**src/logic/cmp_ctrl_pkg.sv**
```systemverilog
// package: register map, field layout and encodings of the cell comparator control block
// ****************************************************************
// Summary of operation
// - held threshold select: 0 holds undervoltage, 1 holds balancing-done threshold
// - held threshold select is used only when mode is single-channel lock
// - channel field codes 0x0..0x5 pick cells 1..6; 0x6..0xF reserved
// - new channel value applies only when written in the same write as the launch bit
// - launch write starts comparators and samples mode, channel and threshold select; mask and active count apply without a launch
// - launch bit self-clears and reads back 0 meaning ready
// - set mask bit excludes that cell from undervoltage and balancing-done detection
// ****************************************************************
package cmp_ctrl_pkg;
  // offsets are word indices: one 32-bit word per register, byte address is four times it
  localparam logic [11:0] ctrl_offset = 12'h32C;
  localparam logic [11:0] mask_offset = 12'h00D;
  localparam logic [11:0] active_offset = 12'h330;
  localparam logic [11:0] status_offset = 12'h334;
  localparam logic [11:0] ctrl_addr = {ctrl_offset[9:0], 2'b00};
  localparam logic [11:0] mask_addr = {mask_offset[9:0], 2'b00};
  localparam logic [11:0] active_addr = {active_offset[9:0], 2'b00};
  localparam logic [11:0] status_addr = {status_offset[9:0], 2'b00};
  localparam int mode_lsb = 0;
  localparam int launch_bit = 2;
  localparam int chan_lsb = 3;
  localparam int thr_bit = 7;
  localparam logic [7:0] ctrl_reset = 8'h00;
  localparam logic [5:0] mask_reset = 6'h00;
  localparam logic [2:0] active_reset = 3'h5;
  localparam logic [3:0] last_cell_code = 4'h5;
  localparam int num_cells = 6;
  localparam int self_test_cycles = 16;
  typedef enum logic [1:0] {
    mode_off = 2'h0,
    mode_round_robin = 2'h1,
    mode_self_test = 2'h2,
    mode_single = 2'h3
  } comparator_mode_t;
  localparam logic [1:0] resp_okay = 2'h0;
  localparam logic [1:0] resp_slverr = 2'h2;
endpackage : cmp_ctrl_pkg

```
**src/logic/cmp_sequencer.sv**
```systemverilog
// comparator channel sequencer: drives the selected cell for each mode
`timescale 1ns/1ps
module cmp_sequencer
  import cmp_ctrl_pkg::*;
#(
  parameter int cells = num_cells
) (
  input wire logic clk,
  input wire logic sys_rst,
  input wire logic start,
  input wire cmp_ctrl_pkg::comparator_mode_t mode,
  input wire logic [3:0] lock_chan,
  input wire logic [2:0] active_last,
  output logic [3:0] chan_q,
  output logic running_q,
  output logic built_in_self_test_busy_q
);
  logic [4:0] built_in_self_test_cnt_q;

  // ****************************************************************
  // channel stepping
  // ****************************************************************
  always_ff @(posedge clk) begin
    if (sys_rst) begin
      chan_q <= 4'h0;
      running_q <= 1'b0;
    end else if (start) begin
      running_q <= (mode != mode_off);
      chan_q <= (mode == mode_single) ? lock_chan : 4'h0;
    end else if (running_q && mode == mode_round_robin) begin
      // wrap at the last active cell so unused inputs never get visited
      if (chan_q >= {1'b0, active_last} || chan_q >= 4'(cells - 1)) begin
        chan_q <= 4'h0;
      end else begin
        chan_q <= chan_q + 4'h1;
      end
    end else if (running_q && mode == mode_self_test) begin
      if (built_in_self_test_cnt_q == 5'(self_test_cycles - 1)) begin
        running_q <= 1'b0;
      end
    end
  end

  always_ff @(posedge clk) begin
    if (sys_rst) begin
      built_in_self_test_cnt_q <= 5'h00;
      built_in_self_test_busy_q <= 1'b0;
    end else if (start) begin
      built_in_self_test_cnt_q <= 5'h00;
      built_in_self_test_busy_q <= (mode == mode_self_test);
    end else if (built_in_self_test_busy_q) begin
      built_in_self_test_cnt_q <= built_in_self_test_cnt_q + 5'h01;
      if (built_in_self_test_cnt_q == 5'(self_test_cycles - 1)) begin
        built_in_self_test_busy_q <= 1'b0;
      end
    end
  end
endmodule : cmp_sequencer

```
**src/logic/cell_comparator_control.sv**
```systemverilog
// top: axi4-lite register bank for the cell over/undervoltage comparator control
//
// The AXI4-Lite slave port was decided locally.
`timescale 1ns/1ps
module cell_comparator_control (
  input wire logic clk,
  input wire logic sys_rst,
  input wire logic [11:0] s_axi_awaddr,
  input wire logic s_axi_awvalid,
  output logic s_axi_awready,
  input wire logic [31:0] s_axi_wdata,
  input wire logic [3:0] s_axi_wstrb,
  input wire logic s_axi_wvalid,
  output logic s_axi_wready,
  output logic [1:0] s_axi_bresp,
  output logic s_axi_bvalid,
  input wire logic s_axi_bready,
  input wire logic [11:0] s_axi_araddr,
  input wire logic s_axi_arvalid,
  output logic s_axi_arready,
  output logic [31:0] s_axi_rdata,
  output logic [1:0] s_axi_rresp,
  output logic s_axi_rvalid,
  input wire logic s_axi_rready,
  output logic [3:0] cmp_channel_q,
  output logic cmp_running_q,
  output logic built_in_self_test_busy_q,
  output logic held_threshold_q,
  output logic [5:0] uv_enable_q,
  output logic [1:0] active_mode_q
);
  import cmp_ctrl_pkg::*;

  logic [7:0] ctrl_q;
  logic [5:0] mask_q;
  logic [2:0] active_q;
  logic [11:0] aw_q;
  logic aw_have_q;
  logic [31:0] w_q;
  logic [3:0] ws_q;
  logic w_have_q;
  logic launch_q;
  logic [3:0] chan_sampled_q;
  logic thr_sampled_q;
  comparator_mode_t mode_sampled_q;
  logic [3:0] seq_chan;
  logic seq_run;
  logic seq_built_in_self_test;
  logic wr_go;
  logic wr_lane0;
  logic launch_wr;
  logic wr_ctrl_hit;
  logic wr_mask_hit;
  logic wr_active_hit;
  logic wr_known;
  logic [31:0] rdata_d;
  logic [1:0] rresp_d;

  // ****************************************************************
  // write channel capture
  // ****************************************************************
  // address and data may arrive in either order; each is held until both exist
  assign wr_go = aw_have_q && w_have_q && !s_axi_bvalid;
  assign wr_lane0 = wr_go && ws_q[0];
  assign launch_wr = wr_lane0 && wr_ctrl_hit && w_q[launch_bit];

  // only whole aligned words decode, so a byte address inside a word never aliases
  always_comb begin
    wr_ctrl_hit = 1'b0;
    wr_mask_hit = 1'b0;
    wr_active_hit = 1'b0;
    wr_known = 1'b1;
    case (aw_q)
      ctrl_addr: wr_ctrl_hit = 1'b1;
      mask_addr: wr_mask_hit = 1'b1;
      active_addr: wr_active_hit = 1'b1;
      status_addr: wr_known = 1'b1;
      default: wr_known = 1'b0;
    endcase
  end

  always_ff @(posedge clk) begin
    if (sys_rst) begin
      aw_have_q <= 1'b0;
    end else if (s_axi_awvalid && s_axi_awready) begin
      aw_have_q <= 1'b1;
    end else if (wr_go) begin
      aw_have_q <= 1'b0;
    end
  end

  always_ff @(posedge clk) begin
    if (sys_rst) begin
      aw_q <= 12'h000;
    end else if (s_axi_awvalid && s_axi_awready) begin
      aw_q <= s_axi_awaddr;
    end
  end

  // ready stays low from capture until the response is gone: one write at a time
  always_ff @(posedge clk) begin
    if (sys_rst) begin
      s_axi_awready <= 1'b1;
    end else if (s_axi_awvalid && s_axi_awready) begin
      s_axi_awready <= 1'b0;
    end else if (!aw_have_q && !s_axi_bvalid) begin
      s_axi_awready <= 1'b1;
    end
  end

  always_ff @(posedge clk) begin
    if (sys_rst) begin
      w_have_q <= 1'b0;
    end else if (s_axi_wvalid && s_axi_wready) begin
      w_have_q <= 1'b1;
    end else if (wr_go) begin
      w_have_q <= 1'b0;
    end
  end

  always_ff @(posedge clk) begin
    if (sys_rst) begin
      w_q <= 32'h0000_0000;
      ws_q <= 4'h0;
    end else if (s_axi_wvalid && s_axi_wready) begin
      w_q <= s_axi_wdata;
      ws_q <= s_axi_wstrb;
    end
  end

  always_ff @(posedge clk) begin
    if (sys_rst) begin
      s_axi_wready <= 1'b1;
    end else if (s_axi_wvalid && s_axi_wready) begin
      s_axi_wready <= 1'b0;
    end else if (!w_have_q && !s_axi_bvalid) begin
      s_axi_wready <= 1'b1;
    end
  end

  always_ff @(posedge clk) begin
    if (sys_rst) begin
      s_axi_bvalid <= 1'b0;
    end else if (wr_go) begin
      s_axi_bvalid <= 1'b1;
    end else if (s_axi_bready) begin
      s_axi_bvalid <= 1'b0;
    end
  end

  // unmapped words answer with an error and store nothing
  always_ff @(posedge clk) begin
    if (sys_rst) begin
      s_axi_bresp <= resp_okay;
    end else if (wr_go) begin
      s_axi_bresp <= wr_known ? resp_okay : resp_slverr;
    end
  end

  // ****************************************************************
  // registers
  // ****************************************************************
  always_ff @(posedge clk) begin
    if (sys_rst) begin
      ctrl_q <= ctrl_reset;
    end else if (wr_lane0 && wr_ctrl_hit) begin
      // launch is never stored, so it reads back 0 meaning ready
      ctrl_q <= w_q[7:0] & ~(8'h01 << launch_bit);
    end
  end

  always_ff @(posedge clk) begin
    if (sys_rst) begin
      mask_q <= mask_reset;
    end else if (wr_lane0 && wr_mask_hit) begin
      mask_q <= w_q[5:0];
    end
  end

  // a count beyond the last input is clamped, so round robin never walks off the end
  always_ff @(posedge clk) begin
    if (sys_rst) begin
      active_q <= active_reset;
    end else if (wr_lane0 && wr_active_hit) begin
      active_q <= (w_q[2:0] > last_cell_code[2:0]) ? last_cell_code[2:0] : w_q[2:0];
    end
  end

  // ****************************************************************
  // launch sampling
  // ****************************************************************
  // configuration is captured from the write data itself, so a launch together
  // with new fields applies them in the same write
  always_ff @(posedge clk) begin
    if (sys_rst) begin
      launch_q <= 1'b0;
      chan_sampled_q <= 4'h0;
      thr_sampled_q <= 1'b0;
      mode_sampled_q <= mode_off;
    end else begin
      launch_q <= launch_wr;
      if (launch_wr) begin
        mode_sampled_q <= comparator_mode_t'(w_q[mode_lsb +: 2]);
        chan_sampled_q <= w_q[chan_lsb +: 4];
        // reserved codes fall back to cell 1 rather than an absent input
        if (w_q[chan_lsb +: 4] > last_cell_code) begin
          chan_sampled_q <= 4'h0;
        end
        // threshold select matters only in single-channel lock
        thr_sampled_q <= (w_q[mode_lsb +: 2] == mode_single) ? w_q[thr_bit] : 1'b0;
      end
    end
  end

  cmp_sequencer #(
    .cells(num_cells)
  ) u_seq (
    .clk(clk),
    .sys_rst(sys_rst),
    .start(launch_q),
    .mode(mode_sampled_q),
    .lock_chan(chan_sampled_q),
    .active_last(active_q),
    .chan_q(seq_chan),
    .running_q(seq_run),
    .built_in_self_test_busy_q(seq_built_in_self_test)
  );

  // ****************************************************************
  // comparator outputs
  // ****************************************************************
  always_ff @(posedge clk) begin
    if (sys_rst) begin
      cmp_channel_q <= 4'h0;
      cmp_running_q <= 1'b0;
      built_in_self_test_busy_q <= 1'b0;
    end else begin
      cmp_channel_q <= seq_chan;
      cmp_running_q <= seq_run;
      built_in_self_test_busy_q <= seq_built_in_self_test;
    end
  end

  // mode and threshold follow the launch sample directly, a cycle ahead of the channel
  always_ff @(posedge clk) begin
    if (sys_rst) begin
      held_threshold_q <= 1'b0;
      active_mode_q <= 2'h0;
    end else begin
      held_threshold_q <= thr_sampled_q;
      active_mode_q <= mode_sampled_q;
    end
  end

  generate
    for (genvar i = 0; i < num_cells; i++) begin : g_mask
      always_ff @(posedge clk) begin
        if (sys_rst) begin
          uv_enable_q[i] <= 1'b0;
        end else begin
          uv_enable_q[i] <= !mask_q[i] && i <= int'(active_q);
        end
      end
    end
  endgenerate

  // ****************************************************************
  // read channel
  // ****************************************************************
  // the word is picked at the request and frozen until rready takes it
  always_comb begin
    rdata_d = 32'h0000_0000;
    rresp_d = resp_okay;
    case (s_axi_araddr)
      ctrl_addr: rdata_d = {24'h000000, ctrl_q};
      mask_addr: rdata_d = {26'h0000000, mask_q};
      active_addr: rdata_d = {29'h00000000, active_q};
      status_addr: rdata_d = {24'h000000, cmp_channel_q, built_in_self_test_busy_q, cmp_running_q,
                              active_mode_q};
      default: rresp_d = resp_slverr;
    endcase
  end

  always_ff @(posedge clk) begin
    if (sys_rst) begin
      s_axi_arready <= 1'b1;
    end else if (s_axi_arvalid && s_axi_arready) begin
      s_axi_arready <= 1'b0;
    end else if (s_axi_rvalid && s_axi_rready) begin
      s_axi_arready <= 1'b1;
    end
  end

  always_ff @(posedge clk) begin
    if (sys_rst) begin
      s_axi_rvalid <= 1'b0;
    end else if (s_axi_arvalid && s_axi_arready) begin
      s_axi_rvalid <= 1'b1;
    end else if (s_axi_rvalid && s_axi_rready) begin
      s_axi_rvalid <= 1'b0;
    end
  end

  always_ff @(posedge clk) begin
    if (sys_rst) begin
      s_axi_rdata <= 32'h0000_0000;
      s_axi_rresp <= resp_okay;
    end else if (s_axi_arvalid && s_axi_arready) begin
      s_axi_rdata <= rdata_d;
      s_axi_rresp <= rresp_d;
    end
  end
endmodule : cell_comparator_control

```
**config.mk**
```make
export PLATFORM = sky130hd
export DESIGN_NAME = cell_comparator_control
export DESIGN_NICKNAME = d
export VERILOG_FILES = /design/src/logic/cmp_ctrl_pkg.sv /design/src/logic/cmp_sequencer.sv /design/src/logic/cell_comparator_control.sv
export SDC_FILE = /design/constraint.sdc
export NUM_CORES = 1
export LEC_CHECK = 0
export ABC_AREA = 1
export BUFFER_PORTS_ARGS = -buffer_cell sky130_fd_sc_hd__buf_2
export CORE_UTILIZATION = 30
export DETAILED_ROUTE_END_ITERATION = 12
export HOLD_SLACK_MARGIN = 0.06
export SETUP_SLACK_MARGIN = 0.2
export SLEW_MARGIN = 25
export SYNTH_ARGS = -nofsm -noshare
export SYNTH_HDL_FRONTEND = slang
export SYNTH_SLANG_ARGS = --single-unit
```
**constraint.sdc**
```tcl
create_clock -name clk -period 1.54 [get_ports clk]
set_clock_uncertainty 0.05 [all_clocks]
set_input_delay 0.231 -clock clk [delete_from_list [all_inputs] [get_ports clk]]
set_output_delay 0.231 -clock clk [all_outputs]
set_load 0.03 [all_outputs]
```
==> results.json <==
{
  "root_buffer": "clkbuf_16",
  "fin_nets": 706,
  "fin_area_mm2": 0.00528,
  "power.leakage_nw": 2.33,
  "finalCritPeriodShare_pct": 94.1,
  "diodes": 0,
  "crit_fanout": 4,
  "crit_arrival_ns": 1.68,
  "yosys-top-cells-area": "dfxtp_1 45%, nand2_1 7.9%, nor2_1 7.5%",
  "gp_congestion": 0.895,
  "cts_max_path_buffers": 2,
  "holdBufCountCts": 0,
  "wl_met1_mm": 4.73,
  "r2r-start": "u_seq.chan_q[1]$_SDFFE_PP0P_",
  "final_hold_viol_count": 0,
  "syn_to_final_growth_pct": 34.3,
  "yosys_warnings": 0,
  "clock_latency_ns": 0.34,
  "final_common_cell": "dfxtp_1",
  "mostFrequentLayoutCells": "70 x dfxtp_1, 69 x nor2_1, 69 x buf_2",
  "r2r-end": "u_seq.chan_q[2]$_SDFFE_PP0P_",
  "grt_pass1_vias": 3484,
  "rsz0062_at_grt": "true",
  "coreArea_mm2": 0.0127,
  "vdd.ir_drop.worst_mv": 0.630,
  "synth_top_area_share_pct": 44.8,
  "ioPinCount": 123,
  "cp_top_family": "compound AO/OA/AOI/OAI gates",
  "placed_area_mm2": 0.00446,
  "critical_path_class": "reg -> reg",
  "first_pass_iters": 4,
  "drv_slew": 0,
  "setup_ws_ns": 0.0908,
  "htreeDepth": 3,
  "crit_chain": "ha_4, a21boi_2, o21ai_2, nand2_1, nor2_2, nand2_1, a21oi_2",
  "antenna_found_initial": 0,
  "clkSinkCount": 88,
  "portBuffers": 69,
  "hp-class": "in -> reg",
  "syn_inst": 528,
  "preCtsSetupSlack_ns": 0.0233,
  "ys_seq_area_share_pct": 44.8,
  "die_w_um": 116,
  "end_kind": "register",
  "final.min_clock_period_ns": 1.45,
  "grt.total_usage_pct": 15.2,
  "vias": 3678,
  "fin_cells": 808,
  "overflow": 0,
  "yosys.area.top_type": "dfxtp_1",
  "cp.depth": 7,
  "clkTransAtPathRegs_ns": 0.06,
  "met3_length_um": 444,
  "slowest_delay_ns": 0.37,
  "routed_via_density": 4.55,
  "crit_path_end": "u_seq.chan_q[2]$_SDFFE_PP0P_",
  "top_layer": "met4",
  "place_inst": 766,
  "status": "completed",
  "utilization_pct": 41.5,
  "worstSetupStartpointType": "register",
  "chipHeight_um": 116,
  "synth_cell_type_count": 32,
  "cap_violations": 0,
  "crit_buf_inv": 0,
  "avgSynthCellArea_um2": 7.45,
  "whs_ns": 0.0885,
  "row_count": 41,
  "startpoint": "u_seq.chan_q[1]$_SDFFE_PP0P_",
  "dp_hpwl_mm": 6.98,
  "rrSetupSlack_ns": 0.09,
  "grt_pass1_wl_mm": 15.9,
  "ys_ff_latch": 88,
  "setup_violations": 0,
  "dieArea_mm2": 0.0136,
  "wl_mm": 9.94,
  "initial_utilization_pct": 30.9,
  "wl_met2_mm": 4.54,
  "crit_required_ns": 1.77,
  "r2r_cells": 7,
  "wl_per_cell_um": 12.3,
  "grt_max_degree": 24,
  "fmax_ghz": 0.690,
  "drc_errors": 0,
  "power_density_mw_per_mm2": 999,
  "drive_gt1_share_pct": 35.2,
  "crit_path_frequent_cell": "nand2_1",
  "cts_inserted_buffers": 9,
  "critical_path.slowest_cell": "dfxtp_4",
  "mappedNetlistArea_mm2": 0.00393,
  "tritoncts": "built",
  "antenna_left": 0,
  "drt_iter0_markers": 232
}
==> layer usage <==
layer  global-route usage [%]  vias up
met1                     19.2     1674
li1                         -     1876
met4                     7.52        0
met2                     24.7      110
met3                     3.22       18
met5                        0        -
==> worst min path at each step <==
stage                                          start                           to  slack [ns]  cells after the start
after floorplan                         s_axi_bready    s_axi_bvalid$_SDFFE_PP0P_        0.34                      3
after global placement    thr_sampled_q$_SDFFE_PP0P_  held_threshold_q$_SDFF_PP0_        0.36                      2
after detailed placement  thr_sampled_q$_SDFFE_PP0P_  held_threshold_q$_SDFF_PP0_        0.36                      2
after CTS                               s_axi_bready    s_axi_bvalid$_SDFFE_PP0P_        0.08                      4
after global routing                    s_axi_bready    s_axi_bvalid$_SDFFE_PP0P_        0.11                      4
final                                   s_axi_bready    s_axi_bvalid$_SDFFE_PP0P_        0.09                      4
==> where the power goes <==
part           leakage, nW  switching, mW  internal, mW
clock                0.156          0.877          1.46
sequential           0.726         0.0648          2.35
combinational         1.45          0.358         0.167
total                 2.33           1.30          3.98
==> logic make-up after synthesis <==
logic type               after synthesis  share of synthesized area, %
AND/OR/NAND/NOR                      229                          26.6
AO/OA/AOI/OAI                        102                          13.5
buffers and inverters                 99                          12.2
flip-flops                            88                          44.8
adder cells (fa/ha/maj)                8                          2.55
XOR/XNOR                               1                         0.223
other                                  1                        0.0954
==> synthesized netlist by cell type, drive strengths merged <==
master / n
ha: 8
a21oi: 43
clkbuf: 8
nand2: 83
nor4: 2
dfxtp: 88
o211ai: 3
inv: 59
a21boi: 1
nand3: 34
o21ai: 51
and2: 2
nor2: 86
a211oi: 3
nand4: 9
o21a: 1
buf: 32
xor2: 1
nor3: 13
conb: 1
==> worst reg2reg max path, stage by stage (launching register included) <==
cell	delay [ns]
dfxtp_4	0.37
ha_4	0.23
a21boi_2	0.16
o21ai_2	0.16
nand2_1	0.08
nor2_2	0.14
nand2_1	0.08
a21oi_2	0.13
==> what timing repair did <==
action | in CTS | in global routing
pin swaps | 21 | 44
buffers inserted | 15 | 10
cloned | 1 | 0
setup endpoints to repair | 28 | 29
resized for setup | 43 | 72
==> through the flow <==
step                setup TNS [ns]  power, mW
global route               -0.0164       5.48
finish                           0       5.28
floorplan                        0       2.81
global placement                 0       2.90
detailed placement               0       2.91
CTS                              0       5.27
==> sequential cells by signal (all words and copies together) (netlist names), 2 cells and up <==
register,count
active_mode_q,2
u_seq.chan_q,4
w_q,8
chan_sampled_q,4
mode_sampled_q,2
active_q,3
aw_q,12
ctrl_q,7
mask_q,6
uv_enable_q,6
u_seq.built_in_self_test_cnt_q,5
cmp_channel_q,4
s_axi_rdata,8
==> area by class of cell <==
| class | instances | area (um2) |
|---|---|---|
| multi-input combinational | 367 | 2060 |
| timing repair buffer | 106 | 653 |
| sequential | 88 | 1800 |
| fill | 1292 | 7440 |
| tap | 172 | 215 |
| clock inverter | 5 | 78.8 |
| inverter | 59 | 236 |
| clock buffer | 11 | 243 |
Note: power is estimated with default switching activity, not from simulation.
